**config.mk**
```make
export PLATFORM = sky130hd
export DESIGN_NAME = six_channel_hbridge_pwm
export DESIGN_NICKNAME = d
export VERILOG_FILES = /design/src/shared/hbpwm_pkg.sv /design/src/pwm_pair.sv /design/src/six_channel_hbridge_pwm.sv
export SDC_FILE = /design/constraint.sdc
export NUM_CORES = 1
export LEC_CHECK = 0
export BUFFER_PORTS_ARGS = -buffer_cell sky130_fd_sc_hd__buf_4
export CORE_MARGIN = 4
export CORE_UTILIZATION = 36
export DETAILED_ROUTE_END_ITERATION = 8
export GPL_TIMING_DRIVEN = 0
export SYNTH_ARGS = -nofsm -noshare
export SYNTH_HDL_FRONTEND = slang
export SYNTH_SLANG_ARGS = --single-unit
```
**constraint.sdc**
```tcl
create_clock -name CLK_SYS -period 4.2 [get_ports CLK_SYS]
set_clock_uncertainty 0.1 [all_clocks]
set_input_delay 0.42 -clock CLK_SYS [delete_from_list [all_inputs] [get_ports CLK_SYS]]
set_output_delay 0.42 -clock CLK_SYS [all_outputs]
set_load 0.01 [all_outputs]
```
**src/shared/hbpwm_pkg.sv**
```systemverilog
package hbpwm_pkg;

    localparam int CNT_W = 16;
    localparam int NUM_PAIRS = 3;
    localparam int NUM_OUTS = 6;
    localparam int PRE_W = 8;

    typedef struct packed {
        logic [15:0] rise;
        logic [15:0] fall;
        logic [15:0] low_fall;
        logic [15:0] len;
    } pair_cfg_t;

    // Word offsets, byte address = index * 4
    localparam logic [4:0] IDX_MAIN_CONTROL = 5'h00;
    localparam logic [4:0] IDX_PAIR_FIRST = 5'h01;
    localparam logic [4:0] IDX_PAIR_LAST = 5'h0c;
    localparam logic [4:0] IDX_AUX_CONTROL = 5'h0d;
    localparam logic [4:0] IDX_IRQ_CLEAR = 5'h0e;
    localparam logic [4:0] IDX_IRQ_STATUS = 5'h0f;
    localparam logic [4:0] IDX_IRQ_MASK = 5'h10;
    localparam logic [4:0] IDX_TIMER0 = 5'h11;
    localparam int ADDR_LSB = 2;

    // modulator_main_control fields
    localparam int BIT_GLOBAL_EN = 0;
    localparam int BIT_BRIDGE = 1;
    localparam int BIT_DIR = 2;
    localparam int BIT_LOAD_REQ = 3;
    localparam int BIT_HIGH_OFF = 4;
    localparam int BIT_INV_ALL = 5;
    localparam int BIT_PRESCALE_LO = 6;
    localparam int BIT_BRIDGE_ENA = 9;
    localparam int BIT_TRIP_EN = 10;
    localparam int BIT_INV_LOW0 = 11;
    localparam int MAIN_W = 14;
    localparam logic [13:0] MAIN_RESET = 14'h0012;

    // modulator_aux_control: bit 0 restarts all pair timers
    localparam int BIT_AUX_RESTART = 0;

    // Interrupt status and mask layout
    localparam int IRQ_W = 4;
    localparam int BIT_IRQ_TRIP = 0;
    localparam int BIT_IRQ_WRAP0 = 1;

    localparam logic [1:0] RESP_OKAY = 2'h0;
    localparam logic [1:0] RESP_SLVERR = 2'h2;

endpackage : hbpwm_pkg

```
**src/pwm_pair.sv**
```systemverilog
`timescale 1ns/1ps
`default_nettype none
module pwm_pair (
    input wire logic clk_sys,
    input wire logic nrst,
    input wire logic tick,
    input wire logic restart,
    input wire logic load_req,
    input wire hbpwm_pkg::pair_cfg_t cfg,
    output logic high_out,
    output logic low_out,
    output logic wrap,
    output logic [15:0] count
);
    logic [15:0] c_rise;
    logic [15:0] c_fall;
    logic [15:0] c_low;
    logic [15:0] next_count;
    logic next_high;
    logic next_low;
    logic load_now;
    logic high_falls;

    assign wrap = tick & (count >= cfg.len);
    assign next_count = wrap ? 16'h0000 : 16'(count + 16'h0001);
    assign load_now = tick & load_req & (count == 16'h0000) &
        (next_count == 16'h0001);
    // Fall wins over rise when both compares match the same count
    assign next_high = (next_count == c_fall) ? 1'b0 :
        (next_count == c_rise) ? 1'b1 : high_out;
    assign high_falls = high_out & ~next_high;
    assign next_low = ((next_count == c_low) | high_falls) ? 1'b0 :
        (next_count == cfg.len) ? 1'b1 : low_out;

    always_ff @(posedge clk_sys or negedge nrst) begin
        if (!nrst) begin
            count <= 16'h0000;
            high_out <= 1'b0;
            low_out <= 1'b0;
        end else if (restart) begin
            count <= 16'h0000;
            high_out <= 1'b0;
            low_out <= 1'b0;
        end else if (tick) begin
            count <= next_count;
            high_out <= next_high;
            low_out <= next_low;
        end
    end

    // Rise, fall and low fall compares are shadowed and copied at period start while load_req is set; cfg.len is used unshadowed
    always_ff @(posedge clk_sys or negedge nrst) begin
        if (!nrst) begin
            c_rise <= 16'h0000;
            c_fall <= 16'h0000;
            c_low <= 16'h0000;
        end else if (load_now) begin
            c_rise <= cfg.rise;
            c_fall <= cfg.fall;
            c_low <= cfg.low_fall;
        end
    end
endmodule : pwm_pair
`default_nettype wire

```
**src/six_channel_hbridge_pwm.sv**
```systemverilog
// The register offsets and register access over AXI4-Lite were decided locally.
`timescale 1ns/1ps
`default_nettype none
module six_channel_hbridge_pwm (
    input wire logic CLK_SYS,
    input wire logic NRST,
    input wire logic [31:0] AWADDR,
    input wire logic AWVALID,
    output logic AWREADY,
    input wire logic [31:0] WDATA,
    input wire logic [3:0] WSTRB,
    input wire logic WVALID,
    output logic WREADY,
    output logic [1:0] BRESP,
    output logic BVALID,
    input wire logic BREADY,
    input wire logic [31:0] ARADDR,
    input wire logic ARVALID,
    output logic ARREADY,
    output logic [31:0] RDATA,
    output logic [1:0] RRESP,
    output logic RVALID,
    input wire logic RREADY,
    input wire logic TRIP_N,
    output logic [5:0] PWM_OUT,
    output logic IRQ
);

    function automatic logic [7:0] presc_mask(input logic [2:0] code);
        presc_mask = 8'(({1'b0, 8'h01} << ({1'b0, code} + 4'h1)) - 9'h001);
    endfunction : presc_mask

    function automatic logic is_mapped(input logic [4:0] idx);
        is_mapped = idx <= hbpwm_pkg::IDX_TIMER0;
    endfunction : is_mapped

    function automatic logic [31:0] merge(input logic [31:0] old,
            input logic [31:0] data, input logic [3:0] strb);
        logic [31:0] res;
        res = old;
        for (int b = 0; b < 4; b++) begin
            if (strb[b]) begin
                res[b*8 +: 8] = data[b*8 +: 8];
            end
        end
        merge = res;
    endfunction : merge

    // Bus state
    logic aw_held;
    logic w_held;
    logic [4:0] aw_idx;
    logic [31:0] w_data;
    logic [3:0] w_strb;
    logic do_write;
    logic rd_take;
    logic [4:0] ar_idx;
    logic [31:0] rd_word;

    // Registers
    logic [13:0] main_ctrl;
    logic [15:0] cfg_word [12];
    hbpwm_pkg::pair_cfg_t cfg [3];
    logic [3:0] irq_status;
    logic [3:0] irq_mask;
    logic ctrl_written;

    // Datapath
    logic [7:0] pre_cnt;
    logic [7:0] mask;
    logic tick;
    logic restart;
    logic trip_meta;
    logic trip_sync;
    logic trip_fire;
    logic [5:0] raw;
    logic [5:0] shaped;
    logic [5:0] inverted;
    logic [5:0] next_out;
    logic [2:0] wrap;
    logic [15:0] count [3];
    logic [3:0] events;
    logic [3:0] clr_bits;
    logic [3:0] next_status;
    logic [31:0] wr_old;
    logic [31:0] wr_word;

    logic global_en;
    logic bridge;
    logic [2:0] prescale;

    assign global_en = main_ctrl[hbpwm_pkg::BIT_GLOBAL_EN];
    assign bridge = main_ctrl[hbpwm_pkg::BIT_BRIDGE];
    assign prescale = main_ctrl[hbpwm_pkg::BIT_PRESCALE_LO +: 3];

    // Write channel: address and data taken in either order
    assign AWREADY = ~aw_held;
    assign WREADY = ~w_held;
    assign do_write = aw_held & w_held & ~BVALID;
    assign ARREADY = ~RVALID;
    assign rd_take = ARVALID & ARREADY;
    assign ar_idx = ARADDR[hbpwm_pkg::ADDR_LSB +: 5];

    always_ff @(posedge CLK_SYS or negedge NRST) begin
        if (!NRST) begin
            aw_held <= 1'b0;
            w_held <= 1'b0;
            aw_idx <= 5'h00;
            w_data <= 32'h00000000;
            w_strb <= 4'h0;
        end else begin
            if (AWVALID && AWREADY) begin
                aw_held <= 1'b1;
                aw_idx <= AWADDR[hbpwm_pkg::ADDR_LSB +: 5];
            end else if (do_write) begin
                aw_held <= 1'b0;
            end
            if (WVALID && WREADY) begin
                w_held <= 1'b1;
                w_data <= WDATA;
                w_strb <= WSTRB;
            end else if (do_write) begin
                w_held <= 1'b0;
            end
        end
    end

    always_ff @(posedge CLK_SYS or negedge NRST) begin
        if (!NRST) begin
            BVALID <= 1'b0;
            BRESP <= hbpwm_pkg::RESP_OKAY;
        end else if (do_write) begin
            BVALID <= 1'b1;
            BRESP <= is_mapped(aw_idx) ? hbpwm_pkg::RESP_OKAY :
                hbpwm_pkg::RESP_SLVERR;
        end else if (BREADY) begin
            BVALID <= 1'b0;
        end
    end

    // Read mux
    always_comb begin
        rd_word = 32'h00000000;
        if (ar_idx == hbpwm_pkg::IDX_MAIN_CONTROL) begin
            rd_word = {18'h00000, main_ctrl};
        end else if (ar_idx >= hbpwm_pkg::IDX_PAIR_FIRST &&
                ar_idx <= hbpwm_pkg::IDX_PAIR_LAST) begin
            rd_word = {16'h0000, cfg_word[4'(ar_idx - 5'h01)]};
        end else if (ar_idx == hbpwm_pkg::IDX_IRQ_STATUS) begin
            rd_word = {28'h0000000, irq_status};
        end else if (ar_idx == hbpwm_pkg::IDX_IRQ_MASK) begin
            rd_word = {28'h0000000, irq_mask};
        end else if (ar_idx == hbpwm_pkg::IDX_TIMER0) begin
            rd_word = {16'h0000, count[0]};
        end
    end

    always_ff @(posedge CLK_SYS or negedge NRST) begin
        if (!NRST) begin
            RVALID <= 1'b0;
            RDATA <= 32'h00000000;
            RRESP <= hbpwm_pkg::RESP_OKAY;
        end else if (rd_take) begin
            RVALID <= 1'b1;
            RDATA <= rd_word;
            RRESP <= is_mapped(ar_idx) ? hbpwm_pkg::RESP_OKAY :
                hbpwm_pkg::RESP_SLVERR;
        end else if (RREADY) begin
            RVALID <= 1'b0;
        end
    end

    // Register writes with byte strobes
    assign wr_old = (aw_idx == hbpwm_pkg::IDX_MAIN_CONTROL) ?
        {18'h00000, main_ctrl} :
        (aw_idx == hbpwm_pkg::IDX_IRQ_MASK) ? {28'h0000000, irq_mask} :
        (aw_idx >= hbpwm_pkg::IDX_PAIR_FIRST &&
         aw_idx <= hbpwm_pkg::IDX_PAIR_LAST) ?
        {16'h0000, cfg_word[4'(aw_idx - 5'h01)]} : 32'h00000000;
    assign wr_word = merge(wr_old, w_data, w_strb);

    always_ff @(posedge CLK_SYS or negedge NRST) begin
        if (!NRST) begin
            main_ctrl <= hbpwm_pkg::MAIN_RESET;
            ctrl_written <= 1'b0;
        end else begin
            if (do_write && aw_idx == hbpwm_pkg::IDX_MAIN_CONTROL) begin
                main_ctrl <= wr_word[13:0];
                ctrl_written <= 1'b1;
            end
            // Trip beats a same-cycle write: safety over software intent
            if (trip_fire) begin
                main_ctrl[hbpwm_pkg::BIT_GLOBAL_EN] <= 1'b0;
            end
        end
    end

    genvar gi;
    generate
        for (gi = 0; gi < 12; gi++) begin : g_cfg
            always_ff @(posedge CLK_SYS or negedge NRST) begin
                if (!NRST) begin
                    cfg_word[gi] <= 16'h0000;
                end else if (do_write &&
                        aw_idx == 5'(gi + 1)) begin
                    cfg_word[gi] <= wr_word[15:0];
                end
            end
        end
    endgenerate

    // Trip pin synchroniser, active low
    always_ff @(posedge CLK_SYS or negedge NRST) begin
        if (!NRST) begin
            trip_meta <= 1'b1;
            trip_sync <= 1'b1;
        end else begin
            trip_meta <= TRIP_N;
            trip_sync <= trip_meta;
        end
    end
    assign trip_fire = ~trip_sync &
        main_ctrl[hbpwm_pkg::BIT_TRIP_EN];

    // Prescaler: free counter, tick when the selected low bits are all ones
    assign mask = presc_mask(prescale);
    assign tick = &(pre_cnt | ~mask);
    assign restart = do_write && aw_idx == hbpwm_pkg::IDX_AUX_CONTROL &&
        w_strb[0] && w_data[hbpwm_pkg::BIT_AUX_RESTART];

    always_ff @(posedge CLK_SYS or negedge NRST) begin
        if (!NRST) begin
            pre_cnt <= 8'h00;
        end else begin
            pre_cnt <= 8'(pre_cnt + 8'h01);
        end
    end

    generate
        for (gi = 0; gi < 3; gi++) begin : g_pair
            assign cfg[gi] = {cfg_word[gi*4], cfg_word[gi*4+1],
                cfg_word[gi*4+2], cfg_word[gi*4+3]};
            pwm_pair u_pair (
                .clk_sys(CLK_SYS),
                .nrst(NRST),
                .tick(tick),
                .restart(restart),
                .load_req(main_ctrl[hbpwm_pkg::BIT_LOAD_REQ]),
                .cfg(cfg[gi]),
                .high_out(raw[gi*2]),
                .low_out(raw[gi*2+1]),
                .wrap(wrap[gi]),
                .count(count[gi])
            );
        end
    endgenerate

    // Bridge steering of pairs 0 and 1; pair 2 stays standard
    logic hoff;
    logic bena;
    logic dir;
    assign hoff = main_ctrl[hbpwm_pkg::BIT_HIGH_OFF];
    assign bena = main_ctrl[hbpwm_pkg::BIT_BRIDGE_ENA];
    assign dir = main_ctrl[hbpwm_pkg::BIT_DIR];
    assign shaped[5:4] = raw[5:4];
    assign shaped[3:0] = !bridge ? raw[3:0] :
        hoff ? 4'h5 :
        !bena ? 4'h0 :
        dir ? {2'h0, raw[1:0]} : {raw[3:2], 2'h0};

    generate
        for (gi = 0; gi < 6; gi++) begin : g_inv
            if (gi % 2 == 1) begin : g_odd
                assign inverted[gi] = shaped[gi] ^
                    main_ctrl[hbpwm_pkg::BIT_INV_LOW0 + gi / 2] ^
                    main_ctrl[hbpwm_pkg::BIT_INV_ALL];
            end else begin : g_even
                assign inverted[gi] = shaped[gi] ^
                    main_ctrl[hbpwm_pkg::BIT_INV_ALL];
            end
        end
    endgenerate

    // Disabled outputs sit low regardless of inversion
    assign next_out = global_en ? inverted : 6'h00;

    always_ff @(posedge CLK_SYS or negedge NRST) begin
        if (!NRST) begin
            PWM_OUT <= 6'h00;
        end else begin
            PWM_OUT <= next_out;
        end
    end

    // Interrupts: set wins over read-clear and clear-register write
    assign events = {wrap, trip_fire};
    assign clr_bits =
        ((rd_take && ar_idx == hbpwm_pkg::IDX_IRQ_STATUS) ||
         (do_write && aw_idx == hbpwm_pkg::IDX_IRQ_CLEAR)) ?
        4'hf : 4'h0;
    assign next_status = (irq_status & ~clr_bits) | events;

    always_ff @(posedge CLK_SYS or negedge NRST) begin
        if (!NRST) begin
            irq_status <= 4'h0;
            irq_mask <= 4'h0;
        end else begin
            irq_status <= next_status;
            if (do_write && aw_idx == hbpwm_pkg::IDX_IRQ_MASK) begin
                irq_mask <= wr_word[3:0];
            end
        end
    end
    assign IRQ = |(irq_status & irq_mask);

    // Helper: cycles between prescaler ticks
    logic [8:0] gap;
    logic gap_ok;
    logic [2:0] last_code;
    always_ff @(posedge CLK_SYS or negedge NRST) begin
        if (!NRST) begin
            gap <= 9'h000;
            gap_ok <= 1'b0;
            last_code <= 3'h0;
        end else begin
            last_code <= prescale;
            gap <= tick ? 9'h000 : 9'(gap + 9'h001);
            if (prescale != last_code) begin
                gap_ok <= 1'b0;
            end else if (tick) begin
                gap_ok <= 1'b1;
            end
        end
    end
endmodule : six_channel_hbridge_pwm
`default_nettype wire

```
==> summary.md, run 1 <==
| Metric | Value |
|---|---|
| Status | `finished clean` |
| Routability cong. | `1.045` |
| Kind of critical path | `register to register` |
| CORE AREA | `76200 sq um` |
| Die X | `285.7 microns` |
| Area Growth Syn to Fin | `16.85%` |
| Final period utilization | `0.9966` |
| HP Class | `input port to asynchronous set/reset pin` |
| Commonest non-fill, non-tap cell in the layout | `dfrtp_1` |
| Worst setup margin | `0.01448 ns` |
| Pre-CTS setup slack | `-2.384 ns` |
| Area contributors post-synth | `dfrtp_1 (42%), mux2_2 (14%), mux4_2 (7.8%)` |
| Max-slew violations | `0` |
| Grt total ovfl | `0` |
| Clk sinks | `473` |
| Initial Util | `0.3644` |
| CP required | `4.56 ns` |
| Post-synth EDFFs | `0` |
| CTS tree | `built` |
| DRT Pass-1 Iters | `9` |
| Seq cells post-synth | `473` |
| DP Wirelength | `84480 microns` |
| TritonCTS Buffers | `53` |
| Placed insts | `3684` |
| Highest clock rate | `238.9 MHz` |
| Clock Path Buffers | `3` |
| Initial antenna violation count | `6` |
| Crit path largest cell delay | `0.55 ns` |
| Pwr/cell area | `777.3 nW/um^2` |
| WP data arrival | `4.55 ns` |
| Tightest Pin Transition | `1.377 ns` |
| Synth top area share | `0.4226` |
| Worst Setup End Kind | `register` |
| Synth Area per Inst | `10.81 sq um` |
| Slowest-stage cell, CP | `mux4_2` |
| Io pins | `156` |
| Critical-path cell list | `buf_6, buf_6, buf_6, inv_1, ha_4, buf_8, buf_6, mux4_2, mux2i_1, o21ai_0, a22oi_1, buf_2, o21ai_0` |
| Via-to-Cell Ratio | `6.296` |
| Wirelength, routed | `112400 microns` |
| Final Non-Filler Cells | `3825` |
| Vias in the first global route | `23280` |
| Asr flop ratio synth | `1.000` |
| Remaining antenna violation count | `0` |
| First-pass GRT wire length | `162100 microns` |
| Total GRT Usage | `0.2677` |
| Minimum period implied by the final worst setup slack | `4.186 ns` |
| Lkg Pwr | `14.44 nW` |
| Die area | `81650 sq um` |
| DRC | `0` |
| Clock latency on the worst-skew pair | `0.62 ns` |
| Largest net degree at the start of global routing | `126` |
| Ys flop type | `dfrtp_1` |
| Reg clk slew, reported paths | `0.07 ns` |
| Starting DRT DRC Count | `3171` |
| Most frequent cells in the layout | `dfrtp_1 (468), mux2_2 (336), nand2_1 (214), nor2_1 (151), o21ai_0 (132)` |
| Yosys warnings | `0` |
| Post-layout util | `0.4258` |
| Final Hold Viols | `0` |
| Worst path most repeated cell | `buf_6` |
| Chip height | `285.7 microns` |
| Seq/Total Area, Yosys | `0.4264` |
| Layout cell share with drive strength beyond 1 | `0.2772` |
| Num rows | `101` |
| Crit Path Max Fanout | `10` |
| Worst Setup Start Kind | `register` |
| # H-tree levels | `2` |
| Post-Synthesis Cells | `2568` |
| Relative slew slack | `0.07524` |
| Port bufs | `65` |
| Area leader, netlist | `dfrtp_1` |
| Sum Neg Setup Slack | `0 ns` |
| Layout fillers | `7240` |
| Vias | `24080` |
| Number of max-cap violations | `0` |
| Synth Cell Area | `27770 sq um` |
| Netlist cell types | `90` |
| Root Driver | `clkbuf_16` |
| Drt wl/cell | `29.39 microns` |
| Worst vdd ir | `0.6157 mV` |
| # nets final | `2921` |
| Final setup fails | `0` |
worst max-delay path: cells and delay by family, from the launching register on:
family                   cells  cell delay, ns
AO/OA/AOI/OAI                3            0.69
flip-flops                   1            0.42
adder cells (fa/ha/maj)      1            0.35
multiplexers                 2            0.76
buffers and inverters        7            1.66
kinds of logic after synthesis:
group           after synthesis  synth area share
buf+inv                     251           0.03978
compound gates              538            0.1264
mux                         480            0.2322
other cells                   1         0.0001350
xor+xnor                     66           0.02190
simple gates                694            0.1239
flops                       473            0.4264
fa+ha+maj                    65           0.02929
final cells by class:
class	instances	area [sq um]	share of cell area
multi-input combinational	1861	15080	0.4648
clock inverter	29	362.8	0.01118
timing repair buffer	110	998.5	0.03077
sequential	473	11840	0.3650
antenna	3	7.507	0.0002314
clock buffer	70	1553	0.04785
tap	1030	1289	0.03972
buffer	170	1017	0.03135
inverter	79	296.5	0.009139
Yosys cell counts (all sizes together) (54+ instances only):
cell type and number:
mux2 354, dfrtp 469, nor4 54, o21ai 144
nand2 217, nor2 157, nand3 58, a21oi 120
ha 65, clkbuf 92, o22ai 55, buf 80
inv 79, mux4 96
layer usage:
layer	vias up	GRT usage	routed length, microns
met1	12210	0.3659	45970
li1	10050	-	-
met3	285	0.08088	13390
met4	2	0.1147	5455
met5	-	0	11
met2	1539	0.3945	47580
path summary, 6_finish.rpt:
path | startpoint | endpoint | slack (ns) | cells past startpoint
min in group CLK_SYS | ARADDR[5] | RRESP[1] | 0.23 | 5
max in group asynchronous | NRST | cfg[66] | 2.31 | 4
worst min-delay path | NRST | g_pair[2].u_pair.count[7] | 0.18 | 2
worst min register to register | trip_meta | trip_sync | 0.26 | 0
worst max-delay path | aw_idx[0] | cfg[95] | 0.01 | 13
worst max register to register | aw_idx[0] | cfg[95] | 0.01 | 13
state kept, by name, indices dropped and copies added, names as in the netlist:
signal                  cells
trip_meta                   1
RVALID                      1
w_strb                      2
RDATA                      16
main_ctrl                  14
BRESP                       1
RRESP                       1
PWM_OUT                     6
aw_held                     1
trip_sync                   1
g_pair.u_pair.c_fall       48
irq_status                  4
pre_cnt                     8
g_pair.u_pair.high_out      3
w_data                     16
aw_idx                      5
g_pair.u_pair.low_out       3
irq_mask                    4
w_held                      1
g_pair.u_pair.c_rise       48
g_pair.u_pair.c_low        48
g_pair.u_pair.count        48
cfg                       192
BVALID                      1
per-stage QoR:
| step | hold slack, ns | power, mW | area (sq um) |
|---|---|---|---|
| 2_1_floorplan | 0.02441 | 13.58 | 27840 |
| 4_1_cts | 0.1674 | 24.40 | 32240 |
| 3_5_place_dp | 0.2317 | 18.83 | 29730 |
| 3_3_place_gp | 0.2459 | 18.62 | 29610 |
| 5_1_grt | 0.2239 | 26.09 | 32440 |
| 6_report | 0.1771 | 25.22 | 32450 |
power by group:
group / internal, mW / total (mW) / switching (mW)
Combinational: 4.73 / 12.6 / 7.90
Sequential: 5.63 / 7.50 / 1.88
Clock: 3.04 / 5.09 / 2.05
what timing repair did:
action	in CTS	in global routing
hold buffers	30	0
setup endpoints to repair	419	313
pin swaps	1	4
resized for setup	117	39
endpoints found under the hold margin	68	0
setup buffers	1	9
No activity file was read; power rests on OpenSTA's default activity.
==> run 2, diff against run 1 <==
- clock period: 4.2 -> 4.5 ns (I/O delays scaled with it)
==> summary.md, run 2 (synthesis gave the netlist of run 1 again) <==
| Metric | Value |
|---|---|
| Status | `finished clean` |
| Layout fillers | `7230 (-0.14%)` |
| Port bufs | `65 (unchanged)` |
| Clk pwr share | `0.205 (+0.003)` |
| Initial antenna violation count | `4 (-2)` |
| Final period utilization | `0.9874 (-0.009167)` |
| Flip-flop count of the largest register after layout | `192 (unchanged)` |
| Final setup fails | `0 (unchanged)` |
| Worst R2R Setup Slack | `0.06 ns (+0.04 ns)` |
| Switch Pwr | `11.11 mW (-6.0%)` |
| Reg clk slew, reported paths | `0.06 ns (about the same)` |
| Combinational power share | `0.490 (-0.011)` |
| Sequential Power Share | `0.305 (+0.007)` |
| Pwr/cell area | `723.8 nW/um^2 (-6.9%)` |
| Internal power | `12.17 mW (-9.2%)` |
| Pre-CTS setup slack | `-2.037 ns (+0.3461 ns)` |
| Max-slew violations | `0 (unchanged)` |
| First-pass GRT wire length | `165200 microns (+1.9%)` |
| CP required | `4.89 ns (+0.33 ns)` |
| Worst vdd ir | `0.3728 mV (-39%)` |
| Area Growth Syn to Fin | `15.83%` |
| Starting DRT DRC Count | `3041 (-4.1%)` |
| Io pins | `156 (unchanged)` |
| Worst r2r src | `aw_idx[0]` |
| Remaining antenna violation count | `0 (unchanged)` |
| # H-tree levels | `2 (unchanged)` |
| R2R depth | `14 (+1)` |
| Clock Path Buffers | `3 (unchanged)` |
| Clk sinks | `473 (unchanged)` |
| Layout cell share with drive strength beyond 1 | `0.2655 (-0.01168)` |
| Multi-input gate area | `14970 sq um (-0.76%)` |
| DP Wirelength | `86750 microns (+2.7%)` |
| Total GRT Usage | `0.2738 (+0.006157)` |
| CORE AREA | `76200 sq um (unchanged)` |
| Sw Share | `0.4772 (+0.008416)` |
| Post-layout util | `0.4221 (-0.003711)` |
| Routability cong. | `1.012 (-3.1%)` |
| Worst setup margin | `0.05677 ns (+0.04229 ns)` |
| CTS tree | `built` |
| Num rows | `101 (unchanged)` |
| Clock latency on the worst-skew pair | `0.63 ns (about the same)` |
| Die X | `285.7 microns (unchanged)` |
| Crit path from | `aw_idx[0]` |
| Worst Setup Start Kind | `register` |
| Sum Neg Setup Slack | `0 ns (unchanged)` |
| TritonCTS Buffers | `55 (+3.8%)` |
| Commonest non-fill, non-tap cell in the layout | `dfrtp_1` |
| HP Class | `input port to register` |
| Final Power | `23.28 mW (-7.7%)` |
| DRT Pass-1 Iters | `9 (unchanged)` |
| Drt wl/cell | `29.98 microns (+2.0%)` |
| Chip height | `285.7 microns (unchanged)` |
| Largest net degree at the start of global routing | `112 (-11%)` |
| CP Capture Point | `cfg[164]` |
| Final Hold Viols | `0 (unchanged)` |
| Most frequent cells in the layout | `dfrtp_1 (469), mux2_2 (336), nand2_1 (217), nor2_1 (151), o21ai_0 (134)` |
| Wirelength, routed | `114400 microns (+1.8%)` |
| DRC | `0 (unchanged)` |
| # nets final | `2910 (-0.38%)` |
| Vias in the first global route | `23070 (-0.89%)` |
| Kind of critical path | `register to register` |
| Root Driver | `clkbuf_16` |
| Grt total ovfl | `0 (unchanged)` |
| Via-to-Cell Ratio | `6.258 (-0.60%)` |
| Initial Util | `0.3644 (unchanged)` |
| WP data arrival | `4.83 ns (+0.28 ns)` |
| RR Endpoint | `cfg[164]` |
| Die area | `81650 sq um (unchanged)` |
| Vias | `23880 (-0.84%)` |
| Number of max-cap violations | `0 (unchanged)` |
| Storage cell area | `11840 sq um (about the same)` |
| Tightest Pin Transition | `1.397 ns (+0.01983 ns)` |
| Relative slew slack | `0.06144 (-0.01379)` |
| Highest clock rate | `225.1 MHz (-5.8%)` |
| Lkg Pwr | `14.30 nW (-0.94%)` |
| Crit Path Max Fanout | `10 (unchanged)` |
| Worst Setup End Kind | `register` |
| Minimum period implied by the final worst setup slack | `4.443 ns (+0.2577 ns)` |
-- run 2: metal layers --
layer  share of wire  vias up  track usage
met5         0.00011        -      0.01012
met4           0.042        2      0.09683
met3            0.11      239      0.07243
met2            0.42     1475       0.4046
met1            0.43    12180       0.3874
li1                -     9986            -
-- run 2: metrics by stage --
stage,instances,hold WS [ns],area (sq um)
after floorplan,2585,0.05441,27830
after global placement,3680,0.2463,29610
after detailed placement,3684,0.2475,29730
after CTS,3811,0.01795,32090
after global routing,3813,0.05540,32160
final,3816,0.04412,32170
-- run 2: what timing repair did --
action                     in CTS  in global routing
pin swaps                       0                  1
hold buffers                   29                  0
setup endpoints to repair     396                191
buffers inserted                0                  3
gates resized for setup        82                 19
hold endpoints to repair      106                  0
-- run 2: how the worst min path moves through the flow --
stage / from / to / cells past startpoint / slack (ns)
after floorplan: NRST / BRESP[1] / 0 / 0.05
after global placement: trip_meta / trip_sync / 0 / 0.25
after detailed placement: trip_meta / trip_sync / 0 / 0.25
after CTS: ARADDR[6] / RRESP[1] / 3 / 0.02
after global routing: ARADDR[6] / RRESP[1] / 3 / 0.06
final: ARADDR[6] / RRESP[1] / 3 / 0.04
-- run 2: power by group through the flow --
stage	Combinational (mW)	Clock (mW)	Sequential [mW]
6_report	11.4	4.76	7.11
5_1_grt	12.0	4.98	7.14
4_1_cts	11.0	4.82	6.99
3_5_place_dp	10.7	0	7.07
3_3_place_gp	10.6	0	6.99
2_1_floorplan	6.63	0	6.04
-- run 2: area by class of cell --
class                   count  area share
diodes                      3   0.0002334
plain buffers             166     0.02898
clock buffers              72     0.04730
clock inverters            31     0.01218
inverters                  79    0.009219
multi-input cells        1861      0.4653
flip-flops and latches    473      0.3681
well taps                1030     0.04007
repair buffers            101     0.02855
-- run 2: critical path, stage by stage (launching register included) --
cell,delay (ns)
dfrtp_1,0.41
clkbuf_4,0.28
buf_6,0.22
buf_4,0.27
inv_1,0.16
ha_1,0.38
buf_6,0.23
buf_6,0.23
mux4_2,0.56
nand3_1,0.10
o21ai_0,0.08
a22oi_1,0.40
o21ai_1,0.24
clkbuf_4,0.32
mux2_2,0.32
